File: src/shared/crc_input_cfg.svh
// Register map, field positions and reset values of the checksum input block
`ifndef CRC_INPUT_CFG_SVH
`define CRC_INPUT_CFG_SVH

// ==========================================================================
// Register byte offsets
`define OFF_CONTROL      12'h000
`define OFF_IRQ_ENABLES  12'h020
`define OFF_EVENT_FLAGS  12'h024
`define OFF_INPUT_WORD   12'h080

// ==========================================================================
// Field positions
`define BIT_TRIGGER_EN   23
`define BIT_DMA_MODE     0
`define BIT_DMA_RESET    1
`define LSB_OPLEN        2
`define BIT_DONE         1
`define BIT_ABORT        0

// ==========================================================================
// Reset values
`define RST_CONTROL      32'h0000_0000
`define RST_IRQ_ENABLES  2'h1
`define RST_INPUT_WORD   32'h0000_0000

// ==========================================================================
// Operand length codes
`define OPLEN_8          2'h0
`define OPLEN_16         2'h1
`define OPLEN_32         2'h2

`endif

File: src/shared/crc_input_pkg.sv
// Types shared by the checksum input block
package crc_input_pkg;

  // ========================================================================
  // Engine states, one-hot
  typedef enum logic [2:0] {
    ST_IDLE = 3'b001,
    ST_BUSY = 3'b010,
    ST_WAIT = 3'b100
  } engine_state_t;

  // ========================================================================
  // One operand handed to the checksum core
  typedef struct packed {
    logic        valid;
    logic [1:0]  len;
    logic [31:0] data;
  } operand_t;

  // ========================================================================
  // DMA read beat returned by the memory side
  typedef struct packed {
    logic        valid;
    logic        error;
    logic        last;
    logic [31:0] data;
  } dma_beat_t;

endpackage

File: src/crc_input_block.sv
// Event flags, abort recovery and operand input of the checksum engine
`timescale 1ns/1ps
`include "crc_input_cfg.svh"

// Operation
// Done flag sets when triggered DMA finishes
// Trigger enable self-clears at transfer end
// Event flags stay set until written one
// Bus error during DMA sets abort flag
// Bus error stops DMA, engine goes idle
// Software resets DMA before retrying
// Processor writes feed checksum in PIO mode
// DMA mode: word shows DMA data, writes ignored
// Narrow lengths use only low bits
// Done enable raises irq while done set
// Abort enable raises irq, resets to one
// Zero writes keep flags; irq ORs enabled
module crc_input_block
  import crc_input_pkg::*;
(
  input  wire logic        mclk,
  input  wire logic        srst,
  input  wire logic        psel,
  input  wire logic        penable,
  input  wire logic        pwrite,
  input  wire logic [11:0] paddr,
  input  wire logic [31:0] pwdata,
  output logic      [31:0] prdata,
  output logic             pready,
  output logic             pslverr,
  input  wire dma_beat_t   dma_beat,
  output logic             dma_req,
  output operand_t         operand,
  output logic             irq
);

  // ========================================================================
  // Helpers
  function automatic logic [31:0] mask_len(input logic [1:0] len,
                                           input logic [31:0] d);
    case (len)
      `OPLEN_8:  mask_len = {24'h000000, d[7:0]};
      `OPLEN_16: mask_len = {16'h0000, d[15:0]};
      default:   mask_len = d;
    endcase
  endfunction

  // ========================================================================
  // Bus decode
  logic        acc;
  logic        wr;
  logic        hit;
  logic [31:0] control_r;
  logic [1:0]  irq_en_r;
  logic [1:0]  flags_r;
  logic [31:0] input_word_r;
  logic        prev_done_r;
  engine_state_t state_r;
  logic        trig;
  logic        dma_mode;
  logic [1:0]  oplen;
  logic        beat_ok;
  logic        beat_err;
  logic        dma_rst;

  assign acc   = psel && penable && !pready;
  // Writes land on the ready edge, where the master completes the transfer
  assign wr    = psel && penable && pready && pwrite;
  assign hit   = paddr == `OFF_CONTROL || paddr == `OFF_IRQ_ENABLES ||
                 paddr == `OFF_EVENT_FLAGS || paddr == `OFF_INPUT_WORD;
  assign trig     = control_r[`BIT_TRIGGER_EN];
  assign dma_mode = control_r[`BIT_DMA_MODE];
  assign oplen    = control_r[`LSB_OPLEN+1:`LSB_OPLEN];
  assign beat_ok  = state_r == ST_BUSY && dma_beat.valid && !dma_beat.error;
  assign beat_err = state_r == ST_BUSY && dma_beat.valid && dma_beat.error;
  assign dma_rst  = wr && paddr == `OFF_CONTROL && pwdata[`BIT_DMA_RESET];

  // One wait state: answer comes on the second access edge
  always_ff @(posedge mclk) begin
    if (srst) begin
      pready  <= 1'b0;
      pslverr <= 1'b0;
      prdata  <= 32'h0000_0000;
    end else begin
      pready  <= acc;
      pslverr <= acc && !hit;
      if (acc && !pwrite) begin
        case (paddr)
          `OFF_CONTROL:     prdata <= control_r;
          `OFF_IRQ_ENABLES: prdata <= {30'h0, irq_en_r};
          `OFF_EVENT_FLAGS: prdata <= {30'h0, flags_r};
          `OFF_INPUT_WORD:  prdata <= input_word_r;
          default:          prdata <= 32'h0000_0000;
        endcase
      end
    end
  end

  // ========================================================================
  // Control register
  always_ff @(posedge mclk) begin
    if (srst) begin
      control_r <= `RST_CONTROL;
    end else begin
      if (wr && paddr == `OFF_CONTROL) begin
        control_r <= pwdata;
        control_r[`BIT_DMA_RESET] <= 1'b0;
      end
      if (state_r == ST_BUSY && dma_beat.valid &&
          (dma_beat.last || dma_beat.error)) begin
        control_r[`BIT_TRIGGER_EN] <= 1'b0;
      end
    end
  end

  always_ff @(posedge mclk) begin
    if (srst) begin
      irq_en_r <= `RST_IRQ_ENABLES;
    end else if (wr && paddr == `OFF_IRQ_ENABLES) begin
      irq_en_r <= pwdata[1:0];
    end
  end

  // ========================================================================
  // Engine state; a bus error drops back to idle at once
  always_ff @(posedge mclk) begin
    if (srst || dma_rst) begin
      state_r <= ST_IDLE;
    end else begin
      case (state_r)
        ST_IDLE: if (trig && dma_mode) state_r <= ST_BUSY;
        ST_BUSY: begin
          if (beat_err) state_r <= ST_IDLE;
          else if (beat_ok && dma_beat.last) state_r <= ST_WAIT;
        end
        ST_WAIT: state_r <= ST_IDLE;
        default: state_r <= ST_IDLE;
      endcase
    end
  end

  always_ff @(posedge mclk) begin
    // Software reset must drop the request with the engine, or a stray
    // beat would be offered while idle
    if (srst || dma_rst) begin
      dma_req <= 1'b0;
    end else if (state_r == ST_IDLE) begin
      dma_req <= trig && dma_mode;
    end else begin
      dma_req <= state_r == ST_BUSY && !beat_err &&
                 !(beat_ok && dma_beat.last);
    end
  end

  // ========================================================================
  // Event flags: set wins over a simultaneous clear
  always_ff @(posedge mclk) begin
    if (srst) begin
      flags_r <= 2'h0;
    end else begin
      if (wr && paddr == `OFF_EVENT_FLAGS) begin
        flags_r <= flags_r & ~pwdata[1:0];
      end
      if (beat_ok && dma_beat.last) flags_r[`BIT_DONE] <= 1'b1;
      if (beat_err) flags_r[`BIT_ABORT] <= 1'b1;
    end
  end

  always_ff @(posedge mclk) begin
    if (srst) irq <= 1'b0;
    else irq <= |(flags_r & irq_en_r);
  end

  // ========================================================================
  // Input word and operand stream
  always_ff @(posedge mclk) begin
    if (srst) begin
      input_word_r <= `RST_INPUT_WORD;
      operand      <= '0;
    end else begin
      operand.valid <= 1'b0;
      if (dma_mode) begin
        if (beat_ok) begin
          input_word_r  <= dma_beat.data;
          operand.valid <= 1'b1;
          operand.len   <= oplen;
          operand.data  <= mask_len(oplen, dma_beat.data);
        end
      end else if (wr && paddr == `OFF_INPUT_WORD) begin
        input_word_r  <= pwdata;
        operand.valid <= 1'b1;
        operand.len   <= oplen;
        operand.data  <= mask_len(oplen, pwdata);
      end
    end
  end
endmodule

File: config.mk
export PLATFORM = sky130hd
export DESIGN_NAME = crc_input_block
export DESIGN_NICKNAME = d
export VERILOG_FILES = /design/src/shared/crc_input_pkg.sv /design/src/crc_input_block.sv
export VERILOG_INCLUDE_DIRS = /design/src /design/src/shared
export SDC_FILE = /design/constraint.sdc
export NUM_CORES = 1
export LEC_CHECK = 0
export BUFFER_PORTS_ARGS = -buffer_cell sky130_fd_sc_hd__buf_2
export CORE_MARGIN = 10
export CORE_UTILIZATION = 48
export CTS_CLUSTER_DIAMETER = 60
export DETAILED_ROUTE_END_ITERATION = 8
export PLACE_DENSITY = 0.78
export SKIP_CTS_REPAIR_TIMING = 1
export SYNTH_ARGS = -nofsm -noshare
export SYNTH_HDL_FRONTEND = slang
export SYNTH_SLANG_ARGS = --single-unit
File: constraint.sdc
create_clock -name mclk -period 2.3 [get_ports mclk]
set_input_delay 0.46 -clock mclk [delete_from_list [all_inputs] [get_ports mclk]]
set_output_delay 0.46 -clock mclk [all_outputs]
set_load 0.02 [all_outputs]
After elaboration in Yosys (flattened, before gate mapping)
Cells that the tools add are included.
{ "word_totals": {"output_inout_bits": 71, "reg_bits": 141, "inputBits": 84, "elab_cells": 83} }
{ "classes": {"n_bitwise": 3, "n_reduce_logical": 39, "mux": 17, "n_eq_ne": 9} }
{ "op_table": {"columns": ["operator", "count"], "rows": [
  ["$pmux 32 s2", 2],
  ["$pmux 32 s4", 1],
  ["$mux 35", 3],
  ["$mux 32", 3],
  ["$eq 12x6->1 const B", 2],
  ["$logic_and 1x1->1", 19],
  ["$eq 12x8->1 const B", 1],
  ["$logic_not 12->1", 1],
  ["$mux 3", 3],
  ["$logic_not 1->1", 6],
  ["$pmux 3 s2", 1],
  ["$reduce_bool 2->1", 3],
  ["$logic_or 1x1->1", 5],
  ["$and 2x2->2", 2],
  ["$reduce_and 2->1", 2],
  ["$reduce_or 2->1", 2],
  ["$eq 3x1->1 const B", 1],
  ["$eq 3x2->1 const B", 1],
  ["$mux 1", 3],
  ["$ne 3x2->1 const B", 1],
  ["$eq 2x1->1 const B", 1],
  ["$logic_not 2->1", 1],
  ["$mux 2", 1],
  ["$ne 2x1->1 const B", 1],
  ["other kinds (2)", 2]
]} }

Logic depth before layout (Yosys ltp)
{ "depth": {"depth_word": 7, "depth_mapped": 7, "mapped_depth_nobuf": 4} }

Least setup slack after synthesis
No wires, ideal clock.
{ "synth_path": {"kind": "input-to-reg", "startpoint": "input port paddr[0]", "endpoint": "register input_word_r[15]", "stages": 7, "required_time_ns": 2.166, "setup_ns": 0.134, "path_slack_ns": -0.046, "path_buffers": 3, "t_arrival_ns": 2.212, "path_cell_list": "or4_4 or4_1 buf_2 o21ai_2 buf_6 buf_2 a211oi_1"} }
{ "synth_between": {"elab_chain_len": 4} }
{ "synth_rtl": {"columns": ["item", "line_no", "text"], "rows": [
  ["start, declared", "crc_input_block.sv:26", "input wire logic [11:0] paddr,"],
  ["$eq 12x8->1", null, null],
  ["$logic_and 1x1->1 (no source line)", null, null],
  ["$reduce_bool 2->1 (no source line)", null, null],
  ["$reduce_and 2->1 (no source line)", null, null],
  ["end signal, assigned", "crc_input_block.sv:178", "input_word_r <= `RST_INPUT_WORD;"],
  ["end signal, assigned", "crc_input_block.sv:184", "input_word_r <= dma_beat.data;"],
  ["end signal, assigned", "crc_input_block.sv:190", "input_word_r <= pwdata;"],
  ["end, declared", "crc_input_block.sv:56", "logic [31:0] input_word_r;"]
]} }
No other way between the ends.
A chain may end at the register's enable or synchronous reset.

Worst setup path in the final report
{ "layout_path": {"startpoint": "input port paddr[0]", "endpoint": "register operand[29] (netlist bit)"} }
{ "layout_between": {"elab_chain_len": 4} }
{ "layout_rtl": {"columns": ["item", "line_no", "text"], "rows": [
  ["$eq 12x8->1", null, null],
  ["$logic_and 1x1->1 (no source line)", null, null],
  ["$reduce_bool 2->1 (no source line)", null, null],
  ["$reduce_and 2->1 (no source line)", null, null],
  ["end, declared", "crc_input_block.sv:33", "output operand_t operand,"]
]} }
No other way between the ends.

==> flow_metrics.py <==
metrics = {
    "min_path": {
        "min-delay-start": "pwdata[13]",
        "min_path_cells": 3,
        "hold_end": "control_r[13]",
        "hp-class": "in2reg",
    },
    "clock_network": {
        "clk_latency_ns": 0.42,
        "clock-sinks": 141,
        "cts.clk_slew.worst_paths_ns": 0.06,
        "cts.path.max_buffers": 2,
        "numCtsBuffers": 17,
        "ctsRootBufferMaster": "clkbuf_16",
        "h-tree-depth": 4,
        "tritoncts": "yes",
    },
    "critical_path": {
        "path_max_fanout": 16,
        "arrival_ns": 2.36,
        "startpoint_type": "primary input",
        "reg2regPathDepth": 6,
        "worstReg2RegEnd": "input_word_r[15]",
        "crit_type": "in2reg",
        "r2r_start": "state_r[2]",
        "crit_required_ns": 2.62,
        "end_kind": "register",
        "reg2reg_slack_ns": 0.43,
    },
    "sta": {
        "relSlewSlack_pct": 67.2,
        "rsz0062_at_grt": "false",
        "finalCritPeriodShare_pct": 89.0,
        "fmax_ghz": 0.489,
        "slew_violations": 0,
        "hold_violations": 0,
        "setup_viol": 0,
        "fin_crit_ns": 2.05,
        "finClkSkew_ns": 0.00821,
        "setup_tns_ns": 0,
        "holdWs_ns": 0.310,
        "worst_pin_slew_ns": 0.492,
    },
    "power_and_ir_drop": {
        "power_leakage_nw": 2.85,
        "power.total_mw": 5.62,
        "power_density_mw_per_mm2": 739,
        "ir_drop_uv": 422,
    },
    "grt": {
        "grt_pass1_wl_um": 30800,
        "grt_pass1_vias": 5883,
        "grt_max_degree": 33,
        "grt.overflow.total": 0,
        "grt_usage_pct": 22.7,
        "antenna_found_initial": 1,
    },
    "die": {
        "die_area_mm2": 0.0171,
        "die_height_um": 131,
        "fp.coreArea_mm2": 0.0120,
        "start_util_pct": 49.1,
        "chipWidth_um": 131,
        "fp-row-count": 40,
        "num_io_pins": 155,
    },
    "synth": {
        "synth_area_leaders": "dfxtp_1 (48%), a211oi_1 (6.1%), o21ai_0 (5.8%)",
        "synth_top_area_cell": "dfxtp_1",
        "synth-simple-area-share_pct": 11.2,
        "synth_nets": 726,
        "synth_area_mm2": 0.00590,
        "synth_ff_type": "dfxtp_1",
        "synthXorXnorAreaFrac_pct": 0,
        "synth_top_family_by_area": "compound AO/OA/AOI/OAI gates",
        "synth_seq_area_share_pct": 47.9,
        "yosysTopAreaCellShare_pct": 47.9,
        "synthMuxAreaShare_pct": 4.75,
        "netlist_top_cells_count": "dfxtp_1 (141), o21ai_0 (68), clkbuf_1 (58)",
        "ys_types": 46,
        "synth_edf_count": 0,
        "synth_seq_cells": 141,
        "synth-warning-count": 0,
        "synth_fa_ha_area_share_pct": 0,
        "synth_compound_area_share_pct": 30.9,
        "synth_most_common_cell": "dfxtp_1",
        "synth_cells": 642,
        "synthArstFlopShare_pct": 0,
        "syn_area_per_cell_um2": 9.18,
    },
    "run": {
        "maxCapViolCount": 0,
    },
    "drt": {
        "drc": 0,
        "firstDrtPassIters": 7,
        "routed_wl_um": 19700,
        "via_per_inst": 6.23,
        "vias": 5909,
        "wl_per_cell_um": 20.7,
        "antenna_left": 0,
        "drt_iter0_drc": 546,
    },
    "status": {
        "status": "complete, no violations",
    },
    "final_layout": {
        "fillers": 955,
        "final_cell_count_no_fill": 949,
        "drive_gt1_share_pct": 30.5,
        "nets": 872,
        "syn_to_final_growth_pct": 29.1,
    },
    "placed_design": {
        "port_buffers": 154,
        "place.gp.congestion": 0.879,
        "dpl.cell_count": 916,
        "hpwl_um": 13900,
    },
}
-- final cells by class --
| type | instances | area [um2] | area share, % |
|---|---|---|---|
| Tap cell | 147 | 184 | 2.42 |
| Clock buffer | 23 | 468 | 6.15 |
| Clock inverter | 9 | 160 | 2.10 |
| Antenna cell | 1 | 2.50 | 0.0329 |
| Timing Repair Buffer | 197 | 1140 | 15.0 |
| Sequential cell | 141 | 2820 | 37.1 |
| Multi-Input combinational cell | 426 | 2810 | 36.9 |
| Inverter | 5 | 18.8 | 0.247 |
-- placed cells by master, fill, tap and decap left out, drive strengths merged, types with 2 or more instances in the layout --
cell type	count
buf	197
dfxtp	141
o21ai	70
a211oi	48
nand2	43
a21oi	40
nand3	37
a22oi	33
mux2i	28
clkbuf	23
o2111ai	19
o31ai	15
o211ai	15
a2bb2oi	14
nand2b	8
nor2	8
nand4	6
a31oi	6
o41ai	6
inv	5
clkinv	5
nor3	5
nor2b	4
bufinv	4
nor4	4
or4	3
or3	2
nand3b	2
-- logic make-up (layout without fill, tap and decap cells) --
logic type,after synthesis,count (layout)
AO/OA/AOI/OAI,269,269
buffers and inverters,75,234
flip-flops,141,141
multiplexers,28,28
other,0,1
AND/OR/NAND/NOR,129,129
-- power by group --
| group | total (mW) | switching (mW) | leakage (nW) | internal, mW |
|---|---|---|---|---|
| Combinational | 0.254 | 0.162 | 1.41 | 0.0925 |
| Clock | 2.92 | 1.04 | 0.306 | 1.88 |
| Sequential | 2.44 | 0.000985 | 1.14 | 2.44 |
-- metrics by stage --
stage / area (um2) / worst slack, ns / util, %
floorplan: 5900 / -0.000633 / -
global placement: 6980 / -0.308 / 58.1
detailed placement: 6980 / -0.371 / 58.1
CTS: 7600 / 0.0640 / 63.3
global route: 7610 / 0.152 / 63.4
finish: 7610 / 0.253 / 63.4
-- flip-flops by register name (all words and copies together) (netlist names) --
| register | count |
|---|---|
| dma_req | 1 |
| prdata | 32 |
| input_word_r | 32 |
| state_r | 3 |
| control_r | 31 |
| pslverr | 1 |
| irq_en_r | 2 |
| irq | 1 |
| operand | 35 |
| flags_r | 2 |
| pready | 1 |
-- worst max-delay path: stages --
cell and delay (ns):
buf_2 0.10, or4_4 0.55, buf_4 0.18, nor4_4 0.29, buf_4 0.18, a21oi_2 0.13
buf_12 0.19, o31ai_1 0.28
-- how the worst max path moves through the flow --
stage          startpoint          endpoint  depth (start not counted)
3_5_place_dp     paddr[0]       operand[12]                          6
5_1_grt          paddr[9]         prdata[8]                          7
2_1_floorplan    paddr[0]  input_word_r[15]                          7
3_3_place_gp     paddr[0]   input_word_r[5]                          6
4_1_cts          paddr[0]       operand[12]                          6
6_report         paddr[0]       operand[29]                          8
-- metal layers --
layer / GRT usage [%] / routed length [um]
met3: 6.77 / 1970
met1: 28.7 / 8340
met4: 9.09 / 423
met2: 35.4 / 8930
met5: 0 / 0
Note: power is estimated with default switching activity, not from simulation.
